===== src/ddri_pkg.sv =====
/*
 * Shared constants for the DRAM reset, initialisation and mode register controller:
 * timing figures, derived cycle counts, pin command codes, address bit positions,
 * software register offsets and field positions, opcodes and states.
 * Assumes a 100 MHz system clock; every system clock cycle count below is derived from that rate.
 */
package ddri_pkg;

	// System clock rate
	localparam int CLK_MHZ = 100;

	// Reset and wake-up times, in their printed units
	localparam int T_RST_PU_US  = 200;
	localparam int T_RST_SP_NS  = 100;
	localparam int T_CKE_PRE_NS = 10;
	localparam int T_RST_CKE_US = 500;

	// Derived counts of system clock cycles (least times round up)
	localparam int RST_PU_CYC  = T_RST_PU_US * CLK_MHZ;
	localparam int RST_SP_CYC  = (T_RST_SP_NS * CLK_MHZ + 999) / 1000;
	localparam int CKE_PRE_CYC = (T_CKE_PRE_NS * CLK_MHZ + 999) / 1000;
	localparam int RST_CKE_CYC = T_RST_CKE_US * CLK_MHZ;

	// Memory-side intervals in memory clock periods; plain defaults
	localparam int CK_STABLE_TCK = 5;
	localparam int T_XS_TCK      = 100;
	localparam int T_XPR_TCK     = (T_XS_TCK > 5) ? T_XS_TCK : 5;
	localparam int T_MRD_TCK     = 4;
	localparam int T_MOD_TCK     = 12;
	localparam int T_DLLK_TCK    = 512;
	localparam int T_ZQINIT_TCK  = 512;
	localparam int T_FINAL_TCK   = (T_DLLK_TCK > T_ZQINIT_TCK) ? T_DLLK_TCK : T_ZQINIT_TCK;
	localparam int T_GAP_TCK     = 8;

	// Pin commands as {cs_n, ras_n, cas_n, we_n}
	localparam logic [3:0] CMD_NOP  = 4'h7;
	localparam logic [3:0] CMD_MRS  = 4'h0;
	localparam logic [3:0] CMD_ACT  = 4'h3;
	localparam logic [3:0] CMD_RD   = 4'h5;
	localparam logic [3:0] CMD_WR   = 4'h4;
	localparam logic [3:0] CMD_PRE  = 4'h2;
	localparam logic [3:0] CMD_ZQCL = 4'h6;

	// Address bit positions with a fixed meaning
	localparam int A_DLL_DIS_BIT = 0;
	localparam int A_DLL_RST_BIT = 8;
	localparam int A_AP_BIT      = 10;
	localparam int A_BC_BIT      = 12;

	// Software register offsets
	localparam logic [3:0] REG_CTRL   = 4'h0;
	localparam logic [3:0] REG_STATUS = 4'h1;
	localparam logic [3:0] REG_CMD    = 4'h2;
	localparam logic [3:0] REG_MR0    = 4'h4;

	// Field positions
	localparam int CTRL_REINIT_BIT = 0;
	localparam int CTRL_ODT_BIT    = 1;
	localparam int STAT_READY_BIT  = 0;
	localparam int STAT_ERR_BIT    = 1;
	localparam int STAT_PEND_BIT   = 2;
	localparam int STAT_STATE_LSB  = 8;
	localparam int STAT_OPEN_LSB   = 24;
	localparam int CMD_OP_LSB      = 0;
	localparam int CMD_BA_LSB      = 3;
	localparam int CMD_A_LSB       = 6;

	// Values after reset
	localparam logic [12:0] MR_RST  = 13'h0000;
	localparam logic [18:0] CMD_RST = 19'h0_0000;

	// Software command opcodes
	typedef enum logic [2:0] {
		OP_ACT  = 3'h1,
		OP_RD   = 3'h2,
		OP_WR   = 3'h3,
		OP_MRS  = 3'h4,
		OP_PREA = 3'h5
	} ddri_op_t;

	// Sequencer states, one-hot
	typedef enum logic [7:0] {
		ST_RST    = 8'h01,
		ST_WAKE   = 8'h02,
		ST_XPR    = 8'h04,
		ST_MRS    = 8'h08,
		ST_FINAL  = 8'h10,
		ST_IDLE   = 8'h20,
		ST_ODTOFF = 8'h40,
		ST_GAP    = 8'h80
	} ddri_state_t;

endpackage


===== src/ddri_init_ctrl.sv =====
/*
 * Controller that brings an eight-bank DDR memory out of reset, programs its mode
 * registers and then issues software commands through a plain register port.
 * Assumes the memory pins are wired straight to the outputs; the memory clock is
 * made here by dividing clk, and commands change on its falling edge.
 */
// Added by the designer: strobed register access and the address map.
// Summary of operation
// - Activate opens bank and row before any read or write to it.
// - Power-up reset held 200 us; CKE low 10 ns before release.
// - Wait 500 us after reset release before raising CKE.
// - Clock stable and NOP registered before CKE rises.
// - CKE stays high from first rise until initialisation ends.
// - ODT held static, low here, during initialisation.
// - Wait tXPR after CKE rises before first mode register write.
// - First mode writes go to MR2, then MR3.
// - Then MR1 with DLL enabled, then MR0 with DLL reset.
// - ZQCL after MR0 with only NOPs between; then wait tDLLK and tZQinit.
// - Stable-power reset held 100 ns, then same sequence from 500 us wait.
// - Every mode register written in full after any reset.
// - Consecutive mode writes spaced by at least tMRD.
// - Nothing but NOP within tMOD after a mode write; here the init mode writes follow each other at tMRD.
// - Later mode writes only with all banks closed and bursts done.
// - ODT low before a mode write, high again only after tMOD.
// - Mode writes drive all command pins low; BA2 always zero.
// - MR0 write recovery field at least tWR over clock period, rounded up; here sent as written in the MR0 image.
module ddri_init_ctrl
	import ddri_pkg::*;
#(
	parameter int CK_DIV         = 4,
	parameter int RST_PU_CYCLES  = RST_PU_CYC,
	parameter int RST_CKE_CYCLES = RST_CKE_CYC
) (
	input  wire logic        clk,
	input  wire logic        resetn,
	input  wire logic [3:0]  reg_addr,
	input  wire logic [31:0] reg_wdata,
	input  wire logic        reg_wr,
	input  wire logic        reg_rd,
	output logic      [31:0] reg_rdata,
	output logic             dram_ck,
	output logic             dram_ck_n,
	output logic             dram_reset_n,
	output logic             dram_cke,
	output logic             dram_odt,
	output logic             dram_cs_n,
	output logic             dram_ras_n,
	output logic             dram_cas_n,
	output logic             dram_we_n,
	output logic      [2:0]  dram_ba,
	output logic      [12:0] dram_a
);

	localparam int WW   = 17;
	localparam int DIVW = $clog2(CK_DIV);
	localparam logic [DIVW-1:0] DIV_LAST = DIVW'(CK_DIV - 1);
	localparam logic [DIVW-1:0] HALF_M1  = DIVW'(CK_DIV / 2 - 1);

	// Refuse settings the counters and divider cannot serve
	if (CK_DIV < 2 || CK_DIV % 2 != 0 || RST_PU_CYCLES < RST_SP_CYC
		|| RST_CKE_CYCLES >= 2 ** WW - 1 || RST_PU_CYCLES >= 2 ** WW
		|| T_FINAL_TCK * CK_DIV >= 2 ** WW) begin : g_bad_param
		$error("ddri_init_ctrl: unsupported parameter values");
	end

	function automatic logic [WW-1:0] tck_cyc(input int n);
		return WW'(n * CK_DIV - 1);
	endfunction

	logic              rst_meta_reg, rst_sync_reg, rst_n;
	logic [DIVW-1:0]   div_reg;
	logic              ck_reg, ck_n_reg, slot;
	ddri_state_t       state_reg, state_next;
	logic [WW-1:0]     wait_reg, wait_next;
	logic [1:0]        step_reg, step_next;
	logic              rst_pin_reg, cke_reg, odt_reg, odt_next;
	logic [3:0]        cmd_reg, issue_cmd;
	logic [2:0]        ba_reg, issue_ba;
	logic [12:0]       a_reg, issue_a, init_data;
	logic [1:0]        init_sel;
	logic              issue, take, refuse, wait_done;
	logic [7:0]        open_reg;
	logic              odt_en_reg, reinit_reg, pend_reg, err_reg;
	logic [18:0]       cmd_word_reg;
	logic [12:0]       mr_reg [4];
	logic [31:0]       rdata_reg;
	ddri_op_t          op;
	logic [2:0]        cmd_bank;
	logic [12:0]       cmd_a;

	// Reset release through two flops; assertion is immediate
	always_ff @(posedge clk or negedge resetn) begin
		if (!resetn) begin
			rst_meta_reg <= 1'b0;
			rst_sync_reg <= 1'b0;
		end else begin
			rst_meta_reg <= 1'b1;
			rst_sync_reg <= rst_meta_reg;
		end
	end
	assign rst_n = rst_sync_reg;

	// Memory clock divider; runs from reset so it is long stable before CKE
	always_ff @(posedge clk or negedge rst_n) begin
		if (!rst_n) begin
			div_reg  <= '0;
			ck_reg   <= 1'b0;
			ck_n_reg <= 1'b1;
		end else begin
			div_reg <= (div_reg == DIV_LAST) ? '0 : div_reg + 1'b1;
			if (div_reg == DIV_LAST) begin
				ck_reg   <= 1'b1;
				ck_n_reg <= 1'b0;
			end else if (div_reg == HALF_M1) begin
				ck_reg   <= 1'b0;
				ck_n_reg <= 1'b1;
			end
		end
	end
	// Pins change with the falling memory clock, half a period of setup
	assign slot = (div_reg == HALF_M1);

	// Init order MR2, MR3, MR1, MR0 from step 0..3
	assign init_sel = {~step_reg[1], step_reg[1] ^ step_reg[0]};
	always_comb begin
		init_data = mr_reg[init_sel];
		if (init_sel == 2'd1) begin
			init_data[A_DLL_DIS_BIT] = 1'b0;
		end
		if (init_sel == 2'd0) begin
			init_data[A_DLL_RST_BIT] = 1'b1;
		end
	end

	assign op        = ddri_op_t'(cmd_word_reg[CMD_OP_LSB +: 3]);
	assign cmd_bank  = cmd_word_reg[CMD_BA_LSB +: 3];
	assign cmd_a     = cmd_word_reg[CMD_A_LSB +: 13];
	assign wait_done = (wait_reg == '0);

	// Sequencer: next state, waits and the command for the next slot
	always_comb begin
		state_next = state_reg;
		wait_next  = wait_done ? wait_reg : wait_reg - 1'b1;
		step_next  = step_reg;
		odt_next   = odt_reg;
		issue      = 1'b0;
		issue_cmd  = CMD_NOP;
		issue_ba   = 3'h0;
		issue_a    = 13'h0000;
		take       = 1'b0;
		refuse     = 1'b0;
		unique case (state_reg)
			ST_RST: begin
				odt_next = 1'b0;
				if (wait_done) begin
					state_next = ST_WAKE;
					wait_next  = WW'(RST_CKE_CYCLES - 1);
				end
			end
			ST_WAKE: begin
				// Only NOP has been driven since reset, so CKE may rise here
				if (wait_done && slot) begin
					state_next = ST_XPR;
					wait_next  = tck_cyc(T_XPR_TCK);
				end
			end
			ST_XPR, ST_MRS: begin
				if (wait_done && slot) begin
					issue = 1'b1;
					if (state_reg == ST_MRS && step_reg == 2'd0) begin
						issue_cmd           = CMD_ZQCL;
						issue_a[A_AP_BIT]   = 1'b1;
						state_next          = ST_FINAL;
						wait_next           = tck_cyc(T_FINAL_TCK);
					end else begin
						issue_cmd  = CMD_MRS;
						issue_ba   = {1'b0, init_sel};
						issue_a    = init_data;
						step_next  = step_reg + 2'd1;
						state_next = ST_MRS;
						// Last write is followed by ZQCL, so it needs tMOD
						wait_next = (step_reg == 2'd3) ? tck_cyc(T_MOD_TCK)
							: tck_cyc(T_MRD_TCK);
					end
				end
			end
			ST_FINAL: begin
				if (wait_done && slot) begin
					state_next = ST_IDLE;
				end
			end
			ST_IDLE: begin
				if (slot) begin
					odt_next = odt_en_reg;
					if (pend_reg) begin
						take = 1'b1;
						unique case (op)
							OP_ACT:  refuse = open_reg[cmd_bank];
							OP_RD, OP_WR: refuse = !open_reg[cmd_bank];
							OP_MRS:  refuse = (open_reg != 8'h00);
							OP_PREA: refuse = 1'b0;
							default: refuse = 1'b1;
						endcase
						if (!refuse && op == OP_MRS && odt_reg) begin
							take       = 1'b0;
							odt_next   = 1'b0;
							state_next = ST_ODTOFF;
						end else if (!refuse) begin
							issue      = 1'b1;
							issue_ba   = cmd_bank;
							issue_a    = cmd_a;
							state_next = ST_GAP;
							wait_next  = tck_cyc(T_GAP_TCK);
							unique case (op)
								OP_ACT:  issue_cmd = CMD_ACT;
								OP_RD:   issue_cmd = CMD_RD;
								OP_WR:   issue_cmd = CMD_WR;
								OP_PREA: begin
									issue_cmd         = CMD_PRE;
									issue_ba          = 3'h0;
									issue_a           = 13'h0000;
									issue_a[A_AP_BIT] = 1'b1;
								end
								default: begin
									issue_cmd = CMD_MRS;
									issue_ba  = {1'b0, cmd_bank[1:0]};
									issue_a   = mr_reg[cmd_bank[1:0]];
									odt_next  = 1'b0;
									wait_next = tck_cyc(T_MOD_TCK);
								end
							endcase
						end
					end
				end
			end
			ST_ODTOFF: begin
				// ODT was registered low one memory clock (CK_DIV clocks) before this write
				if (slot) begin
					issue      = 1'b1;
					take       = 1'b1;
					issue_cmd  = CMD_MRS;
					issue_ba   = {1'b0, cmd_bank[1:0]};
					issue_a    = mr_reg[cmd_bank[1:0]];
					state_next = ST_GAP;
					wait_next  = tck_cyc(T_MOD_TCK);
				end
			end
			ST_GAP: begin
				if (wait_done && slot) begin
					state_next = ST_IDLE;
				end
			end
			default: begin
				state_next = ST_RST;
				wait_next  = WW'(RST_SP_CYC - 1);
			end
		endcase
		// Stable-power reset from any state
		if (reinit_reg) begin
			state_next = ST_RST;
			wait_next  = WW'(RST_SP_CYC - 1);
			step_next  = 2'd0;
			odt_next   = 1'b0;
			issue      = 1'b0;
			take       = 1'b1;
		end
	end

	// Sequencer registers
	always_ff @(posedge clk or negedge rst_n) begin
		if (!rst_n) begin
			state_reg <= ST_RST;
			wait_reg  <= WW'(RST_PU_CYCLES - 1);
			step_reg  <= 2'd0;
		end else begin
			state_reg <= state_next;
			wait_reg  <= wait_next;
			step_reg  <= step_next;
		end
	end

	// Memory pins; CKE falls with reset, so it is low long before release
	always_ff @(posedge clk or negedge rst_n) begin
		if (!rst_n) begin
			rst_pin_reg <= 1'b0;
			cke_reg     <= 1'b0;
			odt_reg     <= 1'b0;
			cmd_reg     <= CMD_NOP;
			ba_reg      <= 3'h0;
			a_reg       <= 13'h0000;
		end else begin
			rst_pin_reg <= (state_next != ST_RST);
			cke_reg     <= (state_next != ST_RST) && (state_next != ST_WAKE);
			odt_reg     <= odt_next;
			if (issue) begin
				cmd_reg <= issue_cmd;
				ba_reg  <= issue_ba;
				a_reg   <= issue_a;
			end else if (slot || reinit_reg) begin
				cmd_reg <= CMD_NOP;
			end
		end
	end

	// Open-bank tracking for command legality
	always_ff @(posedge clk or negedge rst_n) begin
		if (!rst_n) begin
			open_reg <= 8'h00;
		end else if (state_next == ST_RST) begin
			open_reg <= 8'h00;
		end else if (issue && issue_cmd == CMD_ACT) begin
			open_reg[issue_ba] <= 1'b1;
		end else if (issue && (issue_cmd == CMD_RD || issue_cmd == CMD_WR)
			&& issue_a[A_AP_BIT]) begin
			open_reg[issue_ba] <= 1'b0;
		end else if (issue && issue_cmd == CMD_PRE) begin
			open_reg <= 8'h00;
		end
	end

	// Control, command and status bits
	always_ff @(posedge clk or negedge rst_n) begin
		if (!rst_n) begin
			odt_en_reg   <= 1'b0;
			reinit_reg   <= 1'b0;
			cmd_word_reg <= CMD_RST;
			pend_reg     <= 1'b0;
			err_reg      <= 1'b0;
		end else begin
			reinit_reg <= reg_wr && reg_addr == REG_CTRL && reg_wdata[CTRL_REINIT_BIT];
			if (reg_wr && reg_addr == REG_CTRL) begin
				odt_en_reg <= reg_wdata[CTRL_ODT_BIT];
			end
			if (reg_wr && reg_addr == REG_CMD) begin
				cmd_word_reg <= reg_wdata[18:0];
			end
			// A new command written in the cycle one is taken stays pending
			if (reg_wr && reg_addr == REG_CMD) begin
				pend_reg <= 1'b1;
			end else if (take) begin
				pend_reg <= 1'b0;
			end
			// Refusal wins over a software clear in the same cycle
			if (refuse) begin
				err_reg <= 1'b1;
			end else if (reg_wr && reg_addr == REG_STATUS && reg_wdata[STAT_ERR_BIT]) begin
				err_reg <= 1'b0;
			end
		end
	end

	// Mode register images, one per register
	for (genvar i = 0; i < 4; i++) begin : g_mr
		always_ff @(posedge clk or negedge rst_n) begin
			if (!rst_n) begin
				mr_reg[i] <= MR_RST;
			end else if (reg_wr && reg_addr == REG_MR0 + 4'(i)) begin
				mr_reg[i] <= reg_wdata[12:0];
			end
		end
	end

	// Read data one cycle after the strobe; unmapped reads give zero
	always_ff @(posedge clk or negedge rst_n) begin
		if (!rst_n) begin
			rdata_reg <= 32'h0000_0000;
		end else if (reg_rd) begin
			rdata_reg <= 32'h0000_0000;
			if (reg_addr == REG_CTRL) begin
				rdata_reg[CTRL_ODT_BIT] <= odt_en_reg;
			end else if (reg_addr == REG_STATUS) begin
				rdata_reg[STAT_READY_BIT]      <= (state_reg == ST_IDLE);
				rdata_reg[STAT_ERR_BIT]        <= err_reg;
				rdata_reg[STAT_PEND_BIT]       <= pend_reg;
				rdata_reg[STAT_STATE_LSB +: 8] <= state_reg;
				rdata_reg[STAT_OPEN_LSB +: 8]  <= open_reg;
			end else if (reg_addr == REG_CMD) begin
				rdata_reg[18:0] <= cmd_word_reg;
			end else if (reg_addr[3:2] == REG_MR0[3:2]) begin
				rdata_reg[12:0] <= mr_reg[reg_addr[1:0]];
			end
		end
	end

	assign reg_rdata    = rdata_reg;
	assign dram_ck      = ck_reg;
	assign dram_ck_n    = ck_n_reg;
	assign dram_reset_n = rst_pin_reg;
	assign dram_cke     = cke_reg;
	assign dram_odt     = odt_reg;
	assign {dram_cs_n, dram_ras_n, dram_cas_n, dram_we_n} = cmd_reg;
	assign dram_ba      = ba_reg;
	assign dram_a       = a_reg;

	// Helper counters watched only by the checks below
	logic          fresh_reg, mrs_seen_reg;
	logic [15:0]   since_mrs_reg, low_cnt_reg;
	logic [WW:0]   since_rel_reg;
	logic [2:0]    last_ba_reg;
	always_ff @(posedge clk or negedge rst_n) begin
		if (!rst_n) begin
			fresh_reg     <= 1'b0;
			mrs_seen_reg  <= 1'b0;
			since_mrs_reg <= 16'h0000;
			low_cnt_reg   <= 16'h0000;
			since_rel_reg <= '0;
			last_ba_reg   <= 3'h0;
		end else begin
			fresh_reg <= issue;
			if (fresh_reg && cmd_reg == CMD_MRS) begin
				since_mrs_reg <= 16'h0001;
				mrs_seen_reg  <= 1'b1;
				last_ba_reg   <= ba_reg;
			end else if (since_mrs_reg != 16'hFFFF) begin
				since_mrs_reg <= since_mrs_reg + 16'h0001;
			end
			low_cnt_reg <= rst_pin_reg ? 16'h0000
				: (low_cnt_reg == 16'hFFFF) ? low_cnt_reg : low_cnt_reg + 16'h0001;
			since_rel_reg <= !rst_pin_reg ? '0
				: (&since_rel_reg) ? since_rel_reg : since_rel_reg + 1'b1;
		end
	end
endmodule


===== config.mk =====
export PLATFORM = sky130hd
export DESIGN_NAME = ddri_init_ctrl
export DESIGN_NICKNAME = d
export VERILOG_FILES = /design/src/ddri_pkg.sv /design/src/ddri_init_ctrl.sv
export SDC_FILE = /design/constraint.sdc
export NUM_CORES = 1
export LEC_CHECK = 0
export BUFFER_PORTS_ARGS = -buffer_cell sky130_fd_sc_hd__buf_2
export CORE_MARGIN = 5
export CORE_UTILIZATION = 54
export DETAILED_ROUTE_END_ITERATION = 8
export PLACE_DENSITY = 0.79
export RECOVER_POWER = 25
export SETUP_SLACK_MARGIN = 0.02
export SYNTH_ARGS = -nofsm -noshare
export SYNTH_HDL_FRONTEND = slang
export SYNTH_SLANG_ARGS = --single-unit

===== constraint.sdc =====
create_clock -name clk -period 4.85 [get_ports clk]
set_input_delay 0.97 -clock clk [delete_from_list [all_inputs] [get_ports clk]]
set_output_delay 0.97 -clock clk [all_outputs]
set_load 0.01 [all_outputs]

**Word-level counts from Yosys, hierarchy flattened**

Cells that the tools add are included.

- Bits in registers: 166
- Input port bits: 40
- Output and inout bits: 57
- Logic and storage cells: 246

- $add $sub $neg: 3
- Magnitude comparators: 6
- Equality and inequality tests: 33
- Muxes and demuxes: 128
- Bitwise gates (word level): 8
- Reductions and logical operators: 43

Operator list:

| operator | number |
|---|---|
| 17-bit 2-to-1 mux | 11 |
| 13-bit 2-to-1 mux | 14 |
| 8-bit 2-to-1 mux | 17 |
| 17-bit one-hot mux with 6 select lines | 1 |
| 13-bit binary-select mux with 2-bit select | 3 |
| 8-bit one-hot mux with 6 select lines | 1 |
| 3-bit 2-to-1 mux | 13 |
| 13-bit one-hot mux with 3 select lines | 1 |
| 1-bit 2-to-1 mux | 38 |
| 13-bit one-hot mux with 2 select lines | 1 |
| 4-bit by 3-bit equality test with 1-bit output (second input constant) | 6 |
| 1-bit logical AND | 19 |
| 2-bit 2-to-1 mux | 9 |
| 6-bit 2-to-1 mux | 3 |
| 3-bit one-hot mux with 3 select lines | 2 |
| 17-bit logical NOT | 1 |
| 17-bit by 1-bit subtractor with 17-bit output (second input constant) | 1 |
| 8-bit by 1-bit equality test with 1-bit output (second input constant) | 2 |
| 4-bit by 2-bit equality test with 1-bit output (second input constant) | 3 |
| 3-bit one-hot mux with 4 select lines | 1 |
| 2-bit nonzero test | 6 |
| 11-bit 2-to-1 mux | 1 |
| 10-bit 2-to-1 mux | 1 |
| 5-bit 2-to-1 mux | 2 |
| 46 further kinds | 64 |

**Logic depth before layout (Yosys ltp)**

Gate-level depths: netlist of the first run.

- Depth in word-level cells: 23
- Gate-level depth with buffers: 13
- Depth with buffers taken out: 10

**Least setup slack after synthesis of the first run**

No wires, ideal clock.

- Path type: register to register
- From: register step_reg[1]
- To: register open_reg[1]
- Setup time: 0.090 ns
- Arrival: 3.374 ns
- Required time: 4.760 ns
- Path slack: 1.386 ns
- Cell stages (with the launch flop): 14
- Path buffers: 3
- Clock period less this slack: 3.464 ns
- Cell sequence: dfrtp_1 > clkbuf_1 > clkbuf_1 > inv_1 > ha_1 > clkbuf_1 > mux4_2 > a41o_1 > a41oi_1 > o31a_1 > o21ai_0 > a41oi_2 > o21ai_0 > o221ai_1

- Word-level cells in the longest chain between the ends: 14
- Elaborated cells on any way between the ends: 43
- Classes of those cells: order compare: 2; eq/ne: 5; mux: 21; bitwise: 6; reduce/logical: 9

Ends and longest elaborated chain:

| item | line | text |
|---|---|---|
| start: declaration | ddri_init_ctrl.sv:75 | `logic [1:0] step_reg, step_next;` |
| start signal: assignment | ddri_init_ctrl.sv:278 | `step_reg <= step_next;` |
| 2-bit logical NOT | ddri_init_ctrl.sv:170 | `if (state_reg == ST_MRS && step_reg == 2'd0) begin` |
| 1-bit logical AND | ddri_init_ctrl.sv:170 |  |
| 2-bit 2-to-1 mux | ddri_init_ctrl.sv:170 |  |
| 2-bit 2-to-1 mux | ddri_init_ctrl.sv:168 | `if (wait_done && slot) begin` |
| 3-bit one-hot mux with 3 select lines | ddri_init_ctrl.sv:152 | `unique case (state_reg)` |
| 3-bit by 4-bit less-than comparator with 1-bit output (not written as such) or 3-bit by 1-bit >= comparator with 1-bit output (tied branches) | ddri_init_ctrl.sv:312, ddri_init_ctrl.sv:315 |  |
| 1-bit logical AND (not written as such) | ddri_init_ctrl.sv:312, ddri_init_ctrl.sv:315 |  |
| 1-bit 2-to-1 mux (not written as such) | ddri_init_ctrl.sv:312, ddri_init_ctrl.sv:315 |  |
| 1-bit demux with 3-bit select | ddri_init_ctrl.sv:312, ddri_init_ctrl.sv:315 |  |
| 8-bit NOT (no line) | -- |  |
| 8-bit AND (no line) | -- |  |
| 8-bit 2-to-1 mux | ddri_init_ctrl.sv:313 | `end else if (issue && (issue_cmd == CMD_RD \|\| issue_cmd == CMD_WR)` |
| 8-bit 2-to-1 mux | ddri_init_ctrl.sv:311 | `end else if (issue && issue_cmd == CMD_ACT) begin` |
| 8-bit 2-to-1 mux | ddri_init_ctrl.sv:309 | `end else if (state_next == ST_RST) begin` |
| end signal: assignment | ddri_init_ctrl.sv:310 | `open_reg <= 8'h00;` |
| end signal: indexed assignment | ddri_init_ctrl.sv:312 | `open_reg[issue_ba] <= 1'b1;` |
| end signal: indexed assignment | ddri_init_ctrl.sv:315 | `open_reg[issue_ba] <= 1'b0;` |
| end: declaration | ddri_init_ctrl.sv:82 | `logic [7:0] open_reg;` |

Several ways; a longest one is shown, not always the timed one. The select of a mux whose other input is x is not followed.
A chain may end at the register's enable or synchronous reset.

==> metrics.md, run 1 <==
| Metric | Value |
|---|---|
| Initial core utilization | 54.5% |
| Drt first-iter violations | 691 |
| Power Dens Cells | 443 nW/µm² |
| Clk sinks | 165 |
| Total number of H-tree levels | 4 |
| WP buf/inv | 1 |
| Worst hold slack | 306 ps |
| Ys flop type | dfrtp_1 |
| CP cell instances | clkbuf_2 |
| CP max FO | 75 |
| Initial antenna violation count | 1 |
| Post-DR vias/cell | 6.40 |
| TritonCTS clock tree | done |
| Die Ht | 139 µm |
| Tot GR Track Use | 24.3% |
| Share of cells above drive strength 1 | 29.8% |
| Top post-synthesis cells by area | dfrtp_1, mux2_2, mux4_2 |
| EDFF count, synth | 0 |
| Worst reg2reg setup slack | 1260 ps |
| Setup TNS | 0 ps |
| Cell taking the most area after synthesis | dfrtp_1 |
| Crit path kind | flip-flop to asynchronous set/reset pin |
| Final WL | 22.7 mm |
| Startpoint Class | flip-flop |
| Warnings from Yosys | 0 |
| Synth top area share | 42.1% |
| Mux contribution to synthesized area | 20.5% |
| Layout Utilization | 61.4% |
| Post-Synthesis Cells | 801 |
| DP Wirelength | 15.3 mm |
| Number of flip-flops in the largest register | 52 |
| Setup Skew | 6.47 ps |
| Max_cap viols | 1 |
| Post-route cell area | 10100 µm² |
| Maximum vdd ir drop | 0.290 mV |
| DRC Markers | 0 |
| Routability congestion estimate | 0.915 |
| Die width | 139 µm |
| Sequential cell area fraction in the yosys report | 46.2% |
| # hold bufs at CTS | 0 |
| Setup violations, final | 0 |
| Synth async-reset ratio | 100% |
| Post-CTS Resized | 0 |
| Slew headroom | -101% |
| Max-slew violation count | 76 |
| Critical path endpoint category | asynchronous set/reset pin |
| Period Utilization, post-route | 74.1% |
| Adder-Cell Fraction of Synth Area | 0.976% |
| Layout Area Growth over Synthesis | 12.7% |
| Status | complete, but fails checks |
| Fin. Hold Viols | 0 |
| Post-synthesis simple-gate area fraction | 13.4% |
| Total die area | 19300 µm² |
| Crit-path max cell delay | 2370 ps |
| Main combinational cell family by area after synthesis | multiplexers |
| DRT Pass-1 Iters | 6 |
| IO buf count | 77 |
| Core Region | 16500 µm² |
| Clock tree root driver cell | clkbuf_16 |
| Hold Path Class | input pin to asynchronous set/reset pin |
| Max Clk Rate | 0.278 GHz |
| CTS Buf Count | 17 |
| # IOs | 97 |
| Post-layout min period | 3590 ps |
| Commonest non-fill, non-tap cell in the layout | dfrtp_1 |
| Syn Area/Cell | 11.2 µm² |
| Routed len/inst | 20.8 µm |
| Clk_lat worst skew | 430 ps |
| Static Leak | 4.35 nW |
| FP Rows | 47 |
| Vias in the first global route | 7094 |
| RSZ-0062 raised after global routing | no |
| WP data required | 5240 ps |
| Actual slew at the worst max-slew pin | 3010 ps |
| Via count | 6974 |
| Netlist cell types | 75 |
| Post-route ant nets | 0 |
| Largest net degree at the start of global routing | 76 |
| Arrival @ worst endpoint | 3980 ps |
| GRT overflow | 0 |
| Compound-cell area share of the yosys netlist | 12.8% |
| Crit path max-delay family | flip-flops |
| FF+latch count, synth | 165 |
| CP max stage cell | dfrtp_1 |
| Violated checks | capacitance limit, slew limit |
| Post-Syn Area | 8970 µm² |
| XOR/XNOR Fraction of Synth Area | 1.66% |
| Diodes inserted | 0 |
| Placement Cell Area | 9500 µm² |
| Clk slew on worst S/H paths | 60 ps |
| Most used cells in the layout excluding fill and tap cells | dfrtp_1, nor2_1, buf_2 |
| First-pass GRT wire length | 38.0 mm |
| CTS max path bufs | 2 |
| Layout Nets | 904 |
| Postcts setup bufs | 0 |
## area by class of cell
cell class,instances,area [µm²]
Clock buffer,24,482
Fill cell,1327,6350
Sequential cell,165,4150
Multi-Input combinational cell,551,4470
Tap cell,220,275
Timing Repair Buffer,90,474
Clock inverter,8,146
Inverter,32,120
## per-stage QoR
stage / power, mW / setup slack, ps / cells
finish: 4.47 / 1260 / 1090
CTS: 4.49 / 1350 / 1090
detailed placement: 3.03 / 1420 / 1058
floorplan: 2.73 / 1390 / 806
global placement: 2.99 / 1490 / 1058
global route: 4.71 / 563 / 1090
## per-layer routing
metal | vias up | share of wire, % | global-route usage [%]
met5 | - | 0.044 | 0
met3 | 58 | 6.4 | 4.62
met2 | 303 | 50 | 40.0
met4 | 2 | 2.6 | 9.11
met1 | 3518 | 41 | 32.4
li1 | 3093 | - | -
## worst paths after layout
path,to,cells past startpoint,from
worst min register to register,rst_n,0,rst_meta_reg
worst max-delay path,dram_a[10],1,rst_n
worst min-delay path,rst_n,1,resetn
max in group clk,open_reg[0],10,step_reg[1]
min in group clk,rst_n,0,rst_meta_reg
worst max register to register,dram_a[10],1,rst_n
## synth_stat cells (3+ instances only)
cell type  instances
xnor2_1           11
o221ai_1           5
o21a_1             5
buf_2              5
a222oi_1          14
or2_2              3
or3_1              6
dfstp_2           14
clkbuf_1          38
buf_1              6
mux4_2            34
o21ai_1            4
nor4_1             6
and2_1             4
nand2_1           41
nor4b_1            5
ha_1               7
mux2_2            74
mux4_1             6
a31oi_1            7
nand3b_1           4
dfrtp_1          151
o2111ai_1          3
and4_1             3
nor2_1            76
mux2i_1            7
xor2_1             6
nand2b_1           7
o21ai_0           32
nand4_1            4
and4b_1            4
nand4b_1           5
a21oi_1           47
nand3_1           29
nor2b_1            7
or4_1              4
buf_6              3
inv_1             32
a22oi_1           12
o22ai_1            3
buf_4              6
nor3_1            14
a21o_1             6
## cells by family after synthesis
logic type / Yosys count
and+or+nand+nor: 232
AOI/OAI and AO/OA: 166
DFF: 165
muxes: 122
buffers and inverters: 90
xor gates and xnor gates: 17
adders and majority gates: 7
other: 2
## power by group
| group | leakage (nW) | internal [mW] | switching (mW) |
|---|---|---|---|
| logic | 1.96 | 0.581 | 0.559 |
| registers | 2.09 | 1.63 | 0.253 |
| clock network | 0.305 | 0.904 | 0.547 |
(Power assumes the default switching activity.)
==> run 2: changes to the inputs <==
--- a/config.mk
+++ b/config.mk
@@ -7,9 +7,9 @@
 export LEC_CHECK = 0
 export BUFFER_PORTS_ARGS = -buffer_cell sky130_fd_sc_hd__buf_2
 export CORE_MARGIN = 5
-export CORE_UTILIZATION = 54
+export CORE_UTILIZATION = 55
 export DETAILED_ROUTE_END_ITERATION = 8
-export PLACE_DENSITY = 0.79
+export PLACE_DENSITY = 0.77
 export RECOVER_POWER = 25
 export SETUP_SLACK_MARGIN = 0.02
 export SYNTH_ARGS = -nofsm -noshare
==> constraint.sdc (replaced) <==
create_clock -name clk -period 3.49 [get_ports clk]
set_input_delay 0.698 -clock clk [delete_from_list [all_inputs] [get_ports clk]]
set_output_delay 0.698 -clock clk [all_outputs]
set_load 0.01 [all_outputs]
==> run 2 against run 1 <==
Compared with the run above:
- the flow still finishes with violations (capacitance limit, slew limit)
- combinational power is 44% higher
- sequential share of layout area decreased by 0.53 points
- critical endpoint is now dram_a[1]
- critical path type is now flip-flop to flip-flop
- worst setup slack got worse by 1000 ps
==> metrics.md, run 2 (synthesis results as in run 1) <==
| Metric | Value |
|---|---|
| Hold Path Class | input pin to asynchronous set/reset pin |
| CP max stage cell | nor3_4 |
| Max_cap viols | 2 |
| Placed cells | 1075 |
| Layout Nets | 925 |
| Setup Skew | 11.6 ps |
| Number of flip-flops in the largest register | 52 |
| Slew headroom | -75.1% |
| Max Clk Rate | 0.306 GHz |
| Crit path kind | flip-flop to flip-flop |
| Clk sinks | 165 |
| R2R cell count | 8 |
| Crit-path max cell delay | 640 ps |
| Arrival @ worst endpoint | 3650 ps |
| RSZ-0062 raised after global routing | no |
| Non-filler cells, final | 1107 |
| CP cell instances | mux2i_1 -> mux4_2 -> mux2_4 -> or3_1 -> nor3_4 -> a22oi_2 -> nand3_1 -> o21a_1 |
| Total number of H-tree levels | 4 |
| Die width | 138 µm |
| Vias in the first global route | 6958 |
| DRC Markers | 0 |
| FP Rows | 46 |
| Setup violations, final | 0 |
| CTS Buf Count | 17 |
| Share of cells above drive strength 1 | 31.9% |
| # IOs | 97 |
| Fill cells | 1236 |
| Status | complete, but fails checks |
| Static Leak | 4.44 nW |
| TritonCTS clock tree | done |
| Critical path endpoint category | flip-flop |
| Post-DR vias/cell | 6.32 |
| Fin. Hold Viols | 0 |
| Actual slew at the worst max-slew pin | 2630 ps |
| Total die area | 19000 µm² |
| WP data required | 3880 ps |
| Maximum vdd ir drop | 0.474 mV |
| Die Ht | 138 µm |
| GRT overflow | 0 |
| Clock tree root driver cell | clkbuf_16 |
| Core Region | 15900 µm² |
| Postcts setup bufs | 0 |
| Max-slew violation count | 88 |
| Clk_lat worst skew | 450 ps |
| Via count | 6994 |
| Power Dens Cells | 599 nW/µm² |
| Post-layout min period | 3270 ps |
| Diodes inserted | 0 |
| Post-CTS Resized | 0 |
| IO buf count | 77 |
| # hold bufs at CTS | 0 |
| Startpoint Class | flip-flop |
| Layout Area Growth over Synthesis | 14.2% |
| DP Wirelength | 16.1 mm |
| Routed len/inst | 20.9 µm |
| Violated checks | capacitance limit, slew limit |
| Most used cells in the layout excluding fill and tap cells | dfrtp_1, nor2_1, buf_2 |
| Final WL | 23.2 mm |
| Drt first-iter violations | 673 |
| Commonest non-fill, non-tap cell in the layout | dfrtp_1 |
| Post-route ant nets | 0 |
| Initial core utilization | 56.3% |
| CTS max path bufs | 2 |
| Routability congestion estimate | 0.864 |
| Setup TNS | 0 ps |
| Tot GR Track Use | 25.8% |
| Initial antenna violation count | 0 |
| DRT Pass-1 Iters | 5 |
| Largest net degree at the start of global routing | 67 |
| Period Utilization, post-route | 93.6% |
| First-pass GRT wire length | 37.4 mm |
| Clk slew on worst S/H paths | 70 ps |
| CP max FO | 12 |
-- run 2: final cells by class --
type	count	area (µm²)	share of cell area (%)
inverters	32	120	1.17
clock inverters	15	168	1.64
flip-flops and latches	165	4150	40.5
multi-input cells	551	4470	43.6
well taps	216	270	2.64
clock buffers	17	425	4.15
repair buffers	111	647	6.31
-- run 2: worst max-delay path, delay by kind of cell, from the launching register on --
| family | cells | cell delay (ps) |
|---|---|---|
| AND/OR/NAND/NOR | 3 | 1340 |
| multiplexers | 3 | 1000 |
| AO/OA/AOI/OAI | 2 | 300 |
| flip-flops | 1 | 570 |
-- run 2: path summary, 6_finish.rpt --
check | end | start | slack (ps)
max reg2reg | dram_a[1] | cmd_word_reg[3] | 220
max | dram_a[1] | cmd_word_reg[3] | 220
min | rst_meta_reg | resetn | 20
max in group asynchronous | wait_reg[10] | rst_n | 830
min reg2reg | rst_n | rst_meta_reg | 350
min in group clk | rst_n | rst_meta_reg | 350
-- run 2: layer usage --
layer	vias up	GRT usage, %	share of wire [%]
li1	3134	-	-
met5	-	0	0
met2	316	42.5	49
met3	55	5.00	7.2
met4	0	9.28	3.1
met1	3489	34.2	41
-- run 2: where the power goes --
| group | switching (mW) | internal (mW) | total, mW | leakage [nW] |
|---|---|---|---|---|
| clock network | 0.870 | 1.02 | 1.89 | 0.287 |
| logic | 0.817 | 0.822 | 1.64 | 2.07 |
| registers | 0.343 | 2.26 | 2.61 | 2.09 |
-- run 2: per-stage QoR --
step           util [%]  hold WS, ps  area (µm²)  total power [mW]  setup slack (ps)
5_1_grt            64.3         20.8       10200              6.44              85.0
3_3_place_gp       60.6          337        9660              4.19               368
2_1_floorplan         -          331        8990              3.80              25.9
3_5_place_dp       60.6          340        9660              4.25               297
4_1_cts            64.3         14.6       10300              6.14               273
6_report           64.3         21.2       10200              6.13               223
==> run 3: changes to the inputs <==
==> constraint.sdc (replaced) <==
create_clock -name clk -period 3.3 [get_ports clk]
set_input_delay 0.66 -clock clk [delete_from_list [all_inputs] [get_ports clk]]
set_output_delay 0.66 -clock clk [all_outputs]
set_load 0.01 [all_outputs]
==> run 3 against run 2 <==
Compared with the run above:
- the flow still finishes with violations (capacitance limit, slew limit)
- global-route usage rose by 0.29 points
- flip-flop and latch count stayed put
- sequential share of layout area fell by 0.31 points
- worst setup slack gained 29 ps
- sequential power up 6%
- combinational power increased by 9%
- worst hold slack improved by 330 ps
- clock skew decreased by 1.6 ps
- power up 7.3%
==> metrics.md, run 3 (synthesis results as in run 1) <==
| Metric | Value |
|---|---|
| Status | complete, but fails checks |
| Violated checks | capacitance limit, slew limit |
| RSZ-0062 raised after global routing | no |
| Arrival @ worst endpoint | 3340 ps |
| CP max stage cell | dfrtp_1 |
| Total number of H-tree levels | 4 |
| Period Utilization, post-route | 92.4% |
| WP buf/inv | 0 |
| Crit-path max cell delay | 570 ps |
| Vias in the first global route | 7065 |
| Maximum vdd ir drop | 0.606 mV |
| Clk sinks | 165 |
| CP max FO | 9 |
| Drt first-iter violations | 726 |
| Setup violations, final | 0 |
| CP cell instances | mux2i_1 -> mux4_2 -> mux2_4 -> or3_1 -> and2_1 -> nor3_2 -> o21a_1 -> nor2_1 |
| Min-delay src | rst_meta_reg |
| Via count | 6978 |
| Reg-to-Reg Start | cmd_word_reg[3] |
| Crit path from | cmd_word_reg[3] |
| Power Dens Cells | 638 nW/µm² |
| Largest net degree at the start of global routing | 69 |
| Die width | 138 µm |
| Routed len/inst | 21.1 µm |
| Share of cells above drive strength 1 | 32.4% |
| CTS max path bufs | 2 |
| Startpoint Class | flip-flop |
| GRT overflow | 0 |
| Clk slew on worst S/H paths | 70 ps |
| Core Region | 15900 µm² |
| Fin. Hold Viols | 0 |
| Post-DR vias/cell | 6.27 |
| DRT Pass-1 Iters | 8 |
| FP Rows | 46 |
| Setup TNS | 0 ps |
| Slew headroom | -19.4% |
| Post-layout min period | 3050 ps |
| WP data required | 3590 ps |
| Setup Skew | 10.1 ps |
| DRC Markers | 0 |
| Layout Area Growth over Synthesis | 15.1% |
| Diodes inserted | 0 |
| Die Ht | 138 µm |
| Critical path endpoint category | flip-flop |
| Static Leak | 4.49 nW |
| Most used cells in the layout excluding fill and tap cells | dfrtp_1, nor2_1, buf_2 |
| Layout Utilization | 64.8% |
| Clock tree root driver cell | clkbuf_16 |
| Crit path max-delay family | simple AND/OR/NAND/NOR gates |
| Hold Path Class | flip-flop to flip-flop |
| IO buf count | 77 |
| CTS Buf Count | 17 |
| First-pass GRT wire length | 37.9 mm |
| DP Wirelength | 16.0 mm |
| Commonest non-fill, non-tap cell in the layout | dfrtp_1 |
| Final WL | 23.5 mm |
| TritonCTS clock tree | done |
| Initial antenna violation count | 1 |
| Post-route ant nets | 0 |
| Crit path kind | flip-flop to flip-flop |
| # IOs | 97 |
| Max-slew violation count | 43 |
| Routability congestion estimate | 0.890 |
| Tot GR Track Use | 26.1% |
| Max Clk Rate | 0.328 GHz |
| Max_cap viols | 1 |
| Initial core utilization | 56.3% |
| Number of flip-flops in the largest register | 52 |
| Clk_lat worst skew | 430 ps |
| Layout Nets | 931 |
| Actual slew at the worst max-slew pin | 1790 ps |
| Worst reg2reg setup slack | 250 ps |
| Total die area | 19000 µm² |
-- run 3: worst paths after layout --
kind,to,cells after the start
worst max-delay path,wait_reg[6],8
worst max register to register,wait_reg[6],8
min in group asynchronous,rst_n,2
max in group asynchronous,mr_reg[23],1
worst min register to register,rst_n,0
worst min-delay path,rst_n,0
-- run 3: per-stage QoR --
step,instance area [µm²],std cells,worst slack [ps],hold slack [ps],power (mW)
after CTS,10300,1113,273,352,6.60
after global routing,10300,1113,112,357,6.90
after detailed placement,9720,1080,288,336,4.52
final,10300,1113,252,355,6.58
after floorplan,8990,806,115,331,4.02
after global placement,9720,1080,327,336,4.46
-- run 3: area by class of cell --
cell class | instances | area (µm²)
Clock buffer | 19 | 443
Tap cell | 216 | 270
Inverter | 32 | 120
Fill cell | 1238 | 5620
Multi-Input combinational cell | 551 | 4470
Sequential cell | 165 | 4150
Timing Repair Buffer | 117 | 712
Clock inverter | 13 | 159
-- run 3: routing by layer --
metal	GRT usage (%)	share of wire, %	routed length [µm]
met1	33.4	40	9310
met2	44.2	51	12000
met3	6.32	7.2	1700
met4	7.79	2.2	518
met5	0	0.034	8
-- run 3: where the power goes --
part / switching [mW] / internal (mW) / total [mW]
Clock: 0.880 / 1.16 / 2.04
Sequential: 0.365 / 2.39 / 2.76
Combinational: 0.885 / 0.895 / 1.78
Total: 2.13 / 4.45 / 6.58
-- run 3: repair_timing --
action                     4_1_cts  5_1_grt
setup endpoints to repair        0        1
hold endpoints to repair         2        0
buffers inserted                 0        0
hold buffers                     1        0
resized for setup                0        1
